$ cat config.mk
export PLATFORM = sky130hd
export DESIGN_NAME = mpa_top
export DESIGN_NICKNAME = d
export VERILOG_FILES = /design/src/include/mpa_pkg.sv /design/src/verilog/mpa_top.sv
export VERILOG_INCLUDE_DIRS = /design/src /design/src/include
export SDC_FILE = /design/constraint.sdc
export NUM_CORES = 1
export LEC_CHECK = 0
export BUFFER_PORTS_ARGS = -buffer_cell sky130_fd_sc_hd__buf_4
export CORE_ASPECT_RATIO = 0.75
export CORE_MARGIN = 4
export CORE_UTILIZATION = 60
export DETAILED_ROUTE_END_ITERATION = 10
export GPL_ROUTABILITY_DRIVEN = 1
export PLACE_DENSITY = 0.82
export SLEW_MARGIN = 10
export SYNTH_ARGS = -nofsm -noshare
export SYNTH_HDL_FRONTEND = slang
export SYNTH_SLANG_ARGS = --single-unit
$ cat constraint.sdc
create_clock -name clk -period 32.8 [get_ports clk]
set_clock_uncertainty 0.15 [all_clocks]
set_input_delay 0 -clock clk [delete_from_list [all_inputs] [get_ports clk]]
set_output_delay 0 -clock clk [all_outputs]
set_load 0.1 [all_outputs]
$ cat src/include/mpa_cfg.svh
// register map, reset values and timing for the motor pwm block
`ifndef MPA_CFG_SVH
`define MPA_CFG_SVH
`define MPA_CLK_HZ 50000000
`define MPA_CLK_MHZ 50
`define MPA_PWM_HZ 10000
`define MPA_MOD_RST (`MPA_CLK_HZ / `MPA_PWM_HZ)
`define MPA_DT_NS_RST 500
`define MPA_RATIO_RST 4'h1
`define MPA_A_CTRL 8'h00
`define MPA_A_MOD 8'h04
`define MPA_A_DT 8'h08
`define MPA_A_TRIG 8'h0C
`define MPA_A_DUTY0 8'h10
`define MPA_A_STAT 8'h1C
`define MPA_A_MASK 8'h20
`define MPA_A_RES0 8'h24
`define MPA_A_STATE 8'h34
`define MPA_C_RUN 0
`define MPA_C_RATIO_LO 4
`define MPA_C_XOFF 8
`define MPA_S_DONE 0
`define MPA_S_FLT 1
`define MPA_S_RLD 2
`define MPA_NCH 4
`endif

$ cat src/include/mpa_pkg.sv
// types shared by the motor pwm block
package mpa_pkg;
  typedef struct packed {
    logic [2:0] top;
    logic [2:0] bot;
  } mpa_gate_t;
  typedef enum logic [2:0] {
    ADC_IDLE = 3'b001,
    ADC_GO = 3'b010,
    ADC_WAIT = 3'b100
  } mpa_adc_st_t;
endpackage

$ cat src/verilog/mpa_top.sv
// three-phase centre-aligned pwm with dead time, fault and conversion sync
// Notes on behaviour
// - six gate outputs, top and bottom for each of three submodules
// - master reload issued only every nth period end, n programmable
// - submodules one and two count on the master submodule's tick
// - counters of submodules one and two reinit on master reload
// - after reload, trigger fires when master count equals trigger compare value
// - trigger compare point shifted by half the dead time
// - fault shuts all six outputs, cleared automatically by hardware
// - outputs come back only at first period reload after fault low
// - period counts from minus half modulo to half modulo minus one
// - programmable dead time between top and bottom of each phase
// - triggered twelve-bit conversions of three currents and bus voltage
// - crossbar routes master trigger to converter start
// - conversion sequence done raises the conversion-done interrupt
// - dead time given in nanoseconds, turned into clock cycles
// - fast-loop trigger every first, second, third or nth reload
`timescale 1ns/1ps
`include "mpa_cfg.svh"
`default_nettype none
module mpa_top
  import mpa_pkg::*;
(
  // clock and reset
  input wire logic clk,
  input wire logic rstn,
  // register port
  input wire logic [7:0] addr,
  input wire logic [31:0] wdata,
  input wire logic wr,
  input wire logic rd,
  output logic [31:0] rdata,
  // gate driver
  input wire logic fault_in,
  output mpa_gate_t gate,
  // converter
  output logic adc_start,
  output logic [1:0] adc_chan,
  input wire logic adc_eoc,
  input wire logic [11:0] adc_data,
  // interrupt
  output logic irq
);

  function automatic logic signed [15:0] half(input logic [15:0] v);
    return signed'({1'b0, v[15:1]});
  endfunction

  function automatic logic [15:0] ns_to_cyc(input logic [15:0] ns);
    logic [31:0] p;
    p = 32'({16'h0000, ns} * `MPA_CLK_MHZ + 999) / 32'd1000;
    return 16'(p);
  endfunction

  // registers
  logic [31:0] ctrl_ff;
  logic [15:0] mod_ff;
  logic [15:0] dt_ns_ff;
  logic signed [15:0] trig_ff;
  logic [15:0] duty_ff [3];
  logic [15:0] duty_act_ff [3];
  logic [2:0] stat_ff;
  logic [2:0] mask_ff;
  logic [11:0] res_ff [`MPA_NCH];
  logic [31:0] rdata_ff;
  logic irq_ff;
  // pin synchronisers
  logic flt_m_ff, flt_s_ff;
  logic eoc_m_ff, eoc_s_ff, eoc_d_ff;
  logic [11:0] dat_m_ff, dat_s_ff;
  // counters and gating
  logic signed [15:0] sc_ff [3];
  logic [3:0] rcnt_ff;
  logic arm_ff;
  logic flt_ff;
  logic [2:0] cur_ff;
  logic [15:0] dtc_ff [3];
  mpa_gate_t gate_ff;
  // conversion sequencer
  mpa_adc_st_t adc_st_ff;
  logic [1:0] chan_ff;
  logic start_ff;

  // decode
  wire run = ctrl_ff[`MPA_C_RUN];
  wire [3:0] ratio = ctrl_ff[`MPA_C_RATIO_LO +: 4];
  wire xoff = ctrl_ff[`MPA_C_XOFF];
  wire wr_ctrl = wr && addr == `MPA_A_CTRL;
  wire wr_mod = wr && addr == `MPA_A_MOD;
  wire wr_dt = wr && addr == `MPA_A_DT;
  wire wr_trig = wr && addr == `MPA_A_TRIG;
  wire wr_mask = wr && addr == `MPA_A_MASK;
  wire rd_stat = rd && addr == `MPA_A_STAT;

  // period limits
  wire signed [15:0] init_v = -half(mod_ff);
  wire signed [15:0] end_v = half(mod_ff) - 16'sh0001;
  wire [15:0] dt_cyc = ns_to_cyc(dt_ns_ff);
  // master tick shared by all submodules, no own prescalers
  wire sm_tick = run;
  wire period_end = sm_tick && sc_ff[0] == end_v;
  // zero ratio treated as one so reload never stops
  wire [3:0] ratio_m1 = (ratio == 4'h0) ? 4'h0 : ratio - 4'h1;
  // at or past the ratio, so lowering it while running cannot stall reload for a full wrap
  wire master_rl = period_end && rcnt_ff >= ratio_m1;
  wire signed [15:0] trig_eff = trig_ff + half(dt_cyc);
  wire pwm_trig = sm_tick && arm_ff && sc_ff[0] == trig_eff;
  wire adc_trig = pwm_trig && !xoff;
  wire kill = flt_ff || flt_s_ff || !run;
  wire eoc_rise = eoc_s_ff && !eoc_d_ff;
  wire conv_done = adc_st_ff == ADC_WAIT && eoc_rise && chan_ff == 2'(`MPA_NCH - 1);
  wire flt_event = flt_s_ff && !flt_ff;
  wire [2:0] ev = {master_rl, flt_event, conv_done};

  logic [2:0] raw;
  always_comb
  begin
    for (int i = 0; i < 3; i++)
    begin
      raw[i] = sc_ff[i] >= -half(duty_act_ff[i]) && sc_ff[i] < half(duty_act_ff[i]);
    end
  end

  // read mux
  wire [3:0] ridx = 4'(addr[7:2]);
  logic [31:0] rmux;
  always_comb
  begin
    rmux = 32'h00000000;
    unique case (addr)
      `MPA_A_CTRL: rmux = ctrl_ff;
      `MPA_A_MOD: rmux = {16'h0000, mod_ff};
      `MPA_A_DT: rmux = {16'h0000, dt_ns_ff};
      `MPA_A_TRIG: rmux = {16'h0000, trig_ff};
      `MPA_A_DUTY0, 8'h14, 8'h18: rmux = {16'h0000, duty_ff[2'(ridx - 4'h4)]};
      `MPA_A_STAT: rmux = {29'h00000000, stat_ff};
      `MPA_A_MASK: rmux = {29'h00000000, mask_ff};
      `MPA_A_RES0, 8'h28, 8'h2C, 8'h30: rmux = {20'h00000, res_ff[2'(ridx - 4'h9)]};
      `MPA_A_STATE: rmux = {28'h0000000, adc_st_ff != ADC_IDLE, flt_s_ff, flt_ff, run};
      default: rmux = 32'h00000000;
    endcase
  end

  // bus registers and interrupt
  always_ff @(posedge clk)
  begin
    if (!rstn)
    begin
      ctrl_ff <= {23'h000000, 1'b0, `MPA_RATIO_RST, 4'h0};
      mod_ff <= 16'(`MPA_MOD_RST);
      dt_ns_ff <= 16'(`MPA_DT_NS_RST);
      trig_ff <= 16'sh0000;
      mask_ff <= 3'h0;
      stat_ff <= 3'h0;
      rdata_ff <= 32'h00000000;
      irq_ff <= 1'b0;
      for (int i = 0; i < 3; i++)
      begin
        duty_ff[i] <= 16'h0000;
      end
    end
    else
    begin
      if (wr_ctrl) ctrl_ff <= wdata;
      if (wr_mod) mod_ff <= wdata[15:0];
      if (wr_dt) dt_ns_ff <= wdata[15:0];
      if (wr_trig) trig_ff <= wdata[15:0];
      if (wr_mask) mask_ff <= wdata[2:0];
      for (int i = 0; i < 3; i++)
      begin
        if (wr && addr == 8'(`MPA_A_DUTY0 + 4 * i)) duty_ff[i] <= wdata[15:0];
      end
      // an event in the clearing read survives it
      stat_ff <= (rd_stat ? 3'h0 : stat_ff) | ev;
      rdata_ff <= rd ? rmux : 32'h00000000;
      irq_ff <= |(((rd_stat ? 3'h0 : stat_ff) | ev) & mask_ff);
    end
  end

  // pin synchronisers
  always_ff @(posedge clk)
  begin
    if (!rstn)
    begin
      {flt_m_ff, flt_s_ff, eoc_m_ff, eoc_s_ff, eoc_d_ff} <= 5'h00;
      dat_m_ff <= 12'h000;
      dat_s_ff <= 12'h000;
    end
    else
    begin
      {flt_s_ff, flt_m_ff} <= {flt_m_ff, fault_in};
      {eoc_s_ff, eoc_m_ff} <= {eoc_m_ff, adc_eoc};
      eoc_d_ff <= eoc_s_ff;
      dat_m_ff <= adc_data;
      dat_s_ff <= dat_m_ff;
    end
  end

  // counters, reload, trigger arm, fault latch
  always_ff @(posedge clk)
  begin
    if (!rstn)
    begin
      rcnt_ff <= 4'h0;
      arm_ff <= 1'b0;
      flt_ff <= 1'b0;
      for (int i = 0; i < 3; i++)
      begin
        sc_ff[i] <= 16'sh0000;
        duty_act_ff[i] <= 16'h0000;
      end
    end
    else
    begin
      for (int i = 0; i < 3; i++)
      begin
        if (!sm_tick || master_rl || sc_ff[i] == end_v) sc_ff[i] <= init_v;
        else sc_ff[i] <= sc_ff[i] + 16'sh0001;
        // duty takes effect at the master reload or directly while stopped, all phases at once
        if (!run || master_rl) duty_act_ff[i] <= duty_ff[i];
      end
      if (!sm_tick || master_rl) rcnt_ff <= 4'h0;
      else if (period_end) rcnt_ff <= rcnt_ff + 4'h1;
      if (master_rl) arm_ff <= 1'b1;
      else if (pwm_trig) arm_ff <= 1'b0;
      if (flt_s_ff) flt_ff <= 1'b1;
      else if (period_end) flt_ff <= 1'b0;
    end
  end

  // dead time and gate outputs
  always_ff @(posedge clk)
  begin
    if (!rstn)
    begin
      cur_ff <= 3'h0;
      gate_ff <= '0;
      for (int i = 0; i < 3; i++)
      begin
        dtc_ff[i] <= 16'h0000;
      end
    end
    else
    begin
      for (int i = 0; i < 3; i++)
      begin
        if (raw[i] != cur_ff[i])
        begin
          cur_ff[i] <= raw[i];
          dtc_ff[i] <= dt_cyc;
        end
        else if (dtc_ff[i] != 16'h0000)
        begin
          dtc_ff[i] <= dtc_ff[i] - 16'h0001;
        end
        // both off on any edge and for the whole dead time
        gate_ff.top[i] <= !kill && raw[i] == cur_ff[i] && cur_ff[i] && dtc_ff[i] <= 16'h0001;
        gate_ff.bot[i] <= !kill && raw[i] == cur_ff[i] && !cur_ff[i] && dtc_ff[i] <= 16'h0001;
      end
    end
  end

  // conversion sequencer: three currents then bus voltage
  always_ff @(posedge clk)
  begin
    if (!rstn)
    begin
      adc_st_ff <= ADC_IDLE;
      chan_ff <= 2'h0;
      start_ff <= 1'b0;
      for (int i = 0; i < `MPA_NCH; i++)
      begin
        res_ff[i] <= 12'h000;
      end
    end
    else
    begin
      start_ff <= 1'b0;
      unique case (adc_st_ff)
        ADC_IDLE:
        begin
          // trigger while busy is dropped, next one comes a loop later
          if (adc_trig)
          begin
            chan_ff <= 2'h0;
            adc_st_ff <= ADC_GO;
          end
        end
        ADC_GO:
        begin
          start_ff <= 1'b1;
          adc_st_ff <= ADC_WAIT;
        end
        ADC_WAIT:
        begin
          if (eoc_rise)
          begin
            res_ff[chan_ff] <= dat_s_ff;
            chan_ff <= chan_ff + 2'h1;
            adc_st_ff <= conv_done ? ADC_IDLE : ADC_GO;
          end
        end
        default: adc_st_ff <= ADC_IDLE;
      endcase
    end
  end

  assign rdata = rdata_ff;
  assign gate = gate_ff;
  assign adc_start = start_ff;
  assign adc_chan = chan_ff;
  assign irq = irq_ff;

endmodule
`default_nettype wire

==> out/metrics.yaml <==
setup_path:
  startpoint: "dt_ns_ff[5]"
  endpoint: "adc_chan[1]"
  rr_startpoint: "dt_ns_ff[5]"
  cp-start-kind: "flop"
  worstPathMaxFanout: 16
  critPathKind: "reg -> reg"
  slowest_stage: "o211ai_1"
  cp-end-kind: "flop"
  path_common_cell: "a21o_1"
  r2r_cells: 64
  rrSetupSlack_ns: 15.17
  r2r_end: "adc_chan[1]"
  crit_arrival_ns: 17.89
  slowest_delay_ns: 0.85
  required_ns: 33.07
clocking:
  path_clk_slew_ns: 0.07
  cts_tree: "done"
  cts_buffers: 40
  clockBufferDepth: 3
  post_cts_buffers: 0
  root_buffer: "clkbuf_16"
  clkSinkCount: 406
  insertion_delay_ns: 0.59
  h-tree-depth: 2
min_path:
  hp-class: "in -> reg"
run:
  cap_violations: 0
grt:
  globalRouteOverflowTotal: 0
  grt_usage_pct: 32.6
  grt_max_degree: 76
  grt_pass1_vias: 22800
  grt_pass1_wl_mm: 127
  antenna_found_initial: 0
sta:
  max_freq_mhz: 56.7
  hold_violations: 0
  relSlewSlack_pct: 17.7
  setup_viol_count_final: 0
  finalCritPeriodShare_pct: 53.7
  rsz0062_at_grt: "no"
  worstMarginPinSlew_ns: 1.23
  fin_tns_setup_ns: 0
  min_period_ns: 17.63
  slew_viol_final: 0
synth:
  synth_cells: 2990
  synth.area.top_cells: "edfxtp_1 (26%), dfxtp_1 (12%), ha_1 (8.4%)"
  synth_area_leader_cell: "edfxtp_1"
  synth_top_area_share_pct: 26.0
  ys_seq_area_share_pct: 38.3
  synth.distinct_cells: 108
  ys_warn_count: 0
  synth_edf_count: 237
  netlist_area_um2: 27400
  synth-seq-cells: 406
  ys.flop_type: "edfxtp_1"
  async_flop_share_pct: 0
  syn_area_per_cell_um2: 9.17
finish:
  drive_above_1_share_pct: 9.08
  diodes: 0
  layout_commonest_cell: "nand2_1"
  area.growth.synth_to_final_pct: 12.3
  layout_common_cells: "nand2_1 (329), nor2_1 (242), edfxtp_1 (237), a21oi_1 (201), ha_1 (183)"
  final_area_um2: 30800
  finish.utilization_pct: 68.5
  final_nets: 3403
  fillCellCount: 3369
drt:
  drc: 0
  first_pass_iters: 9
  drtAntennaViolNets: 0
  wl_per_cell_um: 21.6
  totalWireLength_mm: 81.3
  via_count: 23900
  via_per_inst: 6.34
  drtIter0Drc: 2923
placed_design:
  dpl_cell_area_um2: 28800
  place.gp.congestion: 1.00
  place_hpwl_mm: 59.0
  placement.io_buffers: 99
floorplanning:
  core_area_um2: 44900
  start_util_pct: 61.0
  die_area_um2: 49200
  placementRows: 67
  die_w_um: 255
  die_y_um: 193
  io_pins: 100
power_and_ir_drop:
  ir_drop_uv: 50.8
  p_per_area_nw_per_um2: 43.1
  p_leak_uw: 0.0124
run_status:
  status: "complete, no violations"
[flip-flops by register name, indices dropped and copies added (netlist names), 2 cells and up]
register / count
dtc_ff: 48
duty_ff: 48
res_ff: 48
sc_ff: 48
duty_act_ff: 45
ctrl_ff: 32
rdata: 32
dt_ns_ff: 16
mod_ff: 16
trig_ff: 16
dat_m_ff: 12
dat_s_ff: 12
gate: 6
rcnt_ff: 4
adc_st_ff: 3
cur_ff: 3
mask_ff: 3
stat_ff: 3
adc_chan: 2
[per-stage QoR]
stage,total power (uW),std cells,hold WS [ns],worst slack [ns]
after detailed placement,860,3627,0.0629,15.67
after floorplan,791,3037,-0.0260,18.51
after global placement,850,3627,0.0613,16.24
after global routing,1380,3768,0.0979,13.81
after CTS,1320,3768,0.0771,15.57
final,1330,3768,0.0576,15.17
[final cells by class]
class / count / area, um^2 / area share, %
Clock inverter: 16 / 146 / 0.475
Clock buffer: 58 / 1170 / 3.82
Sequential cell: 406 / 10500 / 34.1
Timing Repair Buffer: 190 / 1590 / 5.18
Tap cell: 586 / 733 / 2.38
Inverter: 145 / 549 / 1.78
Multi-Input combinational cell: 2367 / 16100 / 52.3
[logic make-up (layout without fill, tap and decap cells)]
kind of cell,Yosys count,in the layout,share of synthesized area (%)
simple gates,1163,1163,21.2
compound gates,625,625,15.8
flops,406,406,38.3
xor+xnor,273,273,8.78
buf+inv,264,409,3.76
fa+ha+maj,197,197,9.30
mux,60,60,2.83
other cells,2,49,0.0274
[cells in the mapped netlist (9+ instances only)]
master,count
nand2_1,329
nor2_1,244
edfxtp_1,237
a21oi_1,204
ha_1,183
xnor2_1,177
dfxtp_1,169
and2_1,162
inv_1,141
clkbuf_1,101
xor2_1,94
o21ai_0,90
nand3_1,88
nand4_1,53
nor3_1,53
a21o_1,49
nor4_1,45
nand2b_1,41
a211oi_1,40
and3_1,39
mux2i_1,36
nor2b_1,29
o211ai_1,22
a221oi_1,20
o22ai_1,19
or4_1,18
o21a_1,16
a222oi_1,13
fa_1,12
mux4_2,12
buf_2,11
or3_1,11
or2_2,10
a22oi_1,9
a31oi_1,9
[power by group]
| part | switching (uW) | internal, uW |
|---|---|---|
| combinational | 149 | 102 |
| clock | 209 | 254 |
| sequential | 36.4 | 578 |
[metal layers]
metal / up-vias / GRT usage, % / wire length, um
met4: 0 / 8.35 / 2250
met5: - / 0 / 0
met3: 188 / 7.20 / 9790
met1: 11300 / 47.8 / 34800
li1: 11000 / - / -
met2: 1307 / 49.5 / 34500
[worst min path at each step]
stage / start / slack, ns / to / depth (start not counted)
after floorplan: wdata[4] / -0.03 / ctrl_ff[4] / 2
after global placement: adc_data[1] / 0.06 / dat_m_ff[1] / 2
after detailed placement: adc_data[9] / 0.06 / dat_m_ff[9] / 2
after CTS: addr[0] / 0.08 / mask_ff[0] / 6
after global routing: fault_in / 0.1 / flt_m_ff / 3
final: addr[0] / 0.06 / dt_ns_ff[12] / 6
[critical path: cells and delay by family (launching register included)]
| family | cells | cell delay (ns) |
|---|---|---|
| AO/OA/AOI/OAI | 37 | 10.14 |
| XOR/XNOR | 2 | 0.51 |
| AND/OR/NAND/NOR | 10 | 2.67 |
| flip-flops | 1 | 0.43 |
| adder cells (fa/ha/maj) | 5 | 1.77 |
| multiplexers | 4 | 1.09 |
| buffers and inverters | 6 | 0.72 |
[timing repair]
action                    CTS  global route
hold endpoints to repair  181             0
hold buffers               67             0
resized for setup           0             0
No activity file was read; power rests on OpenSTA's default activity.
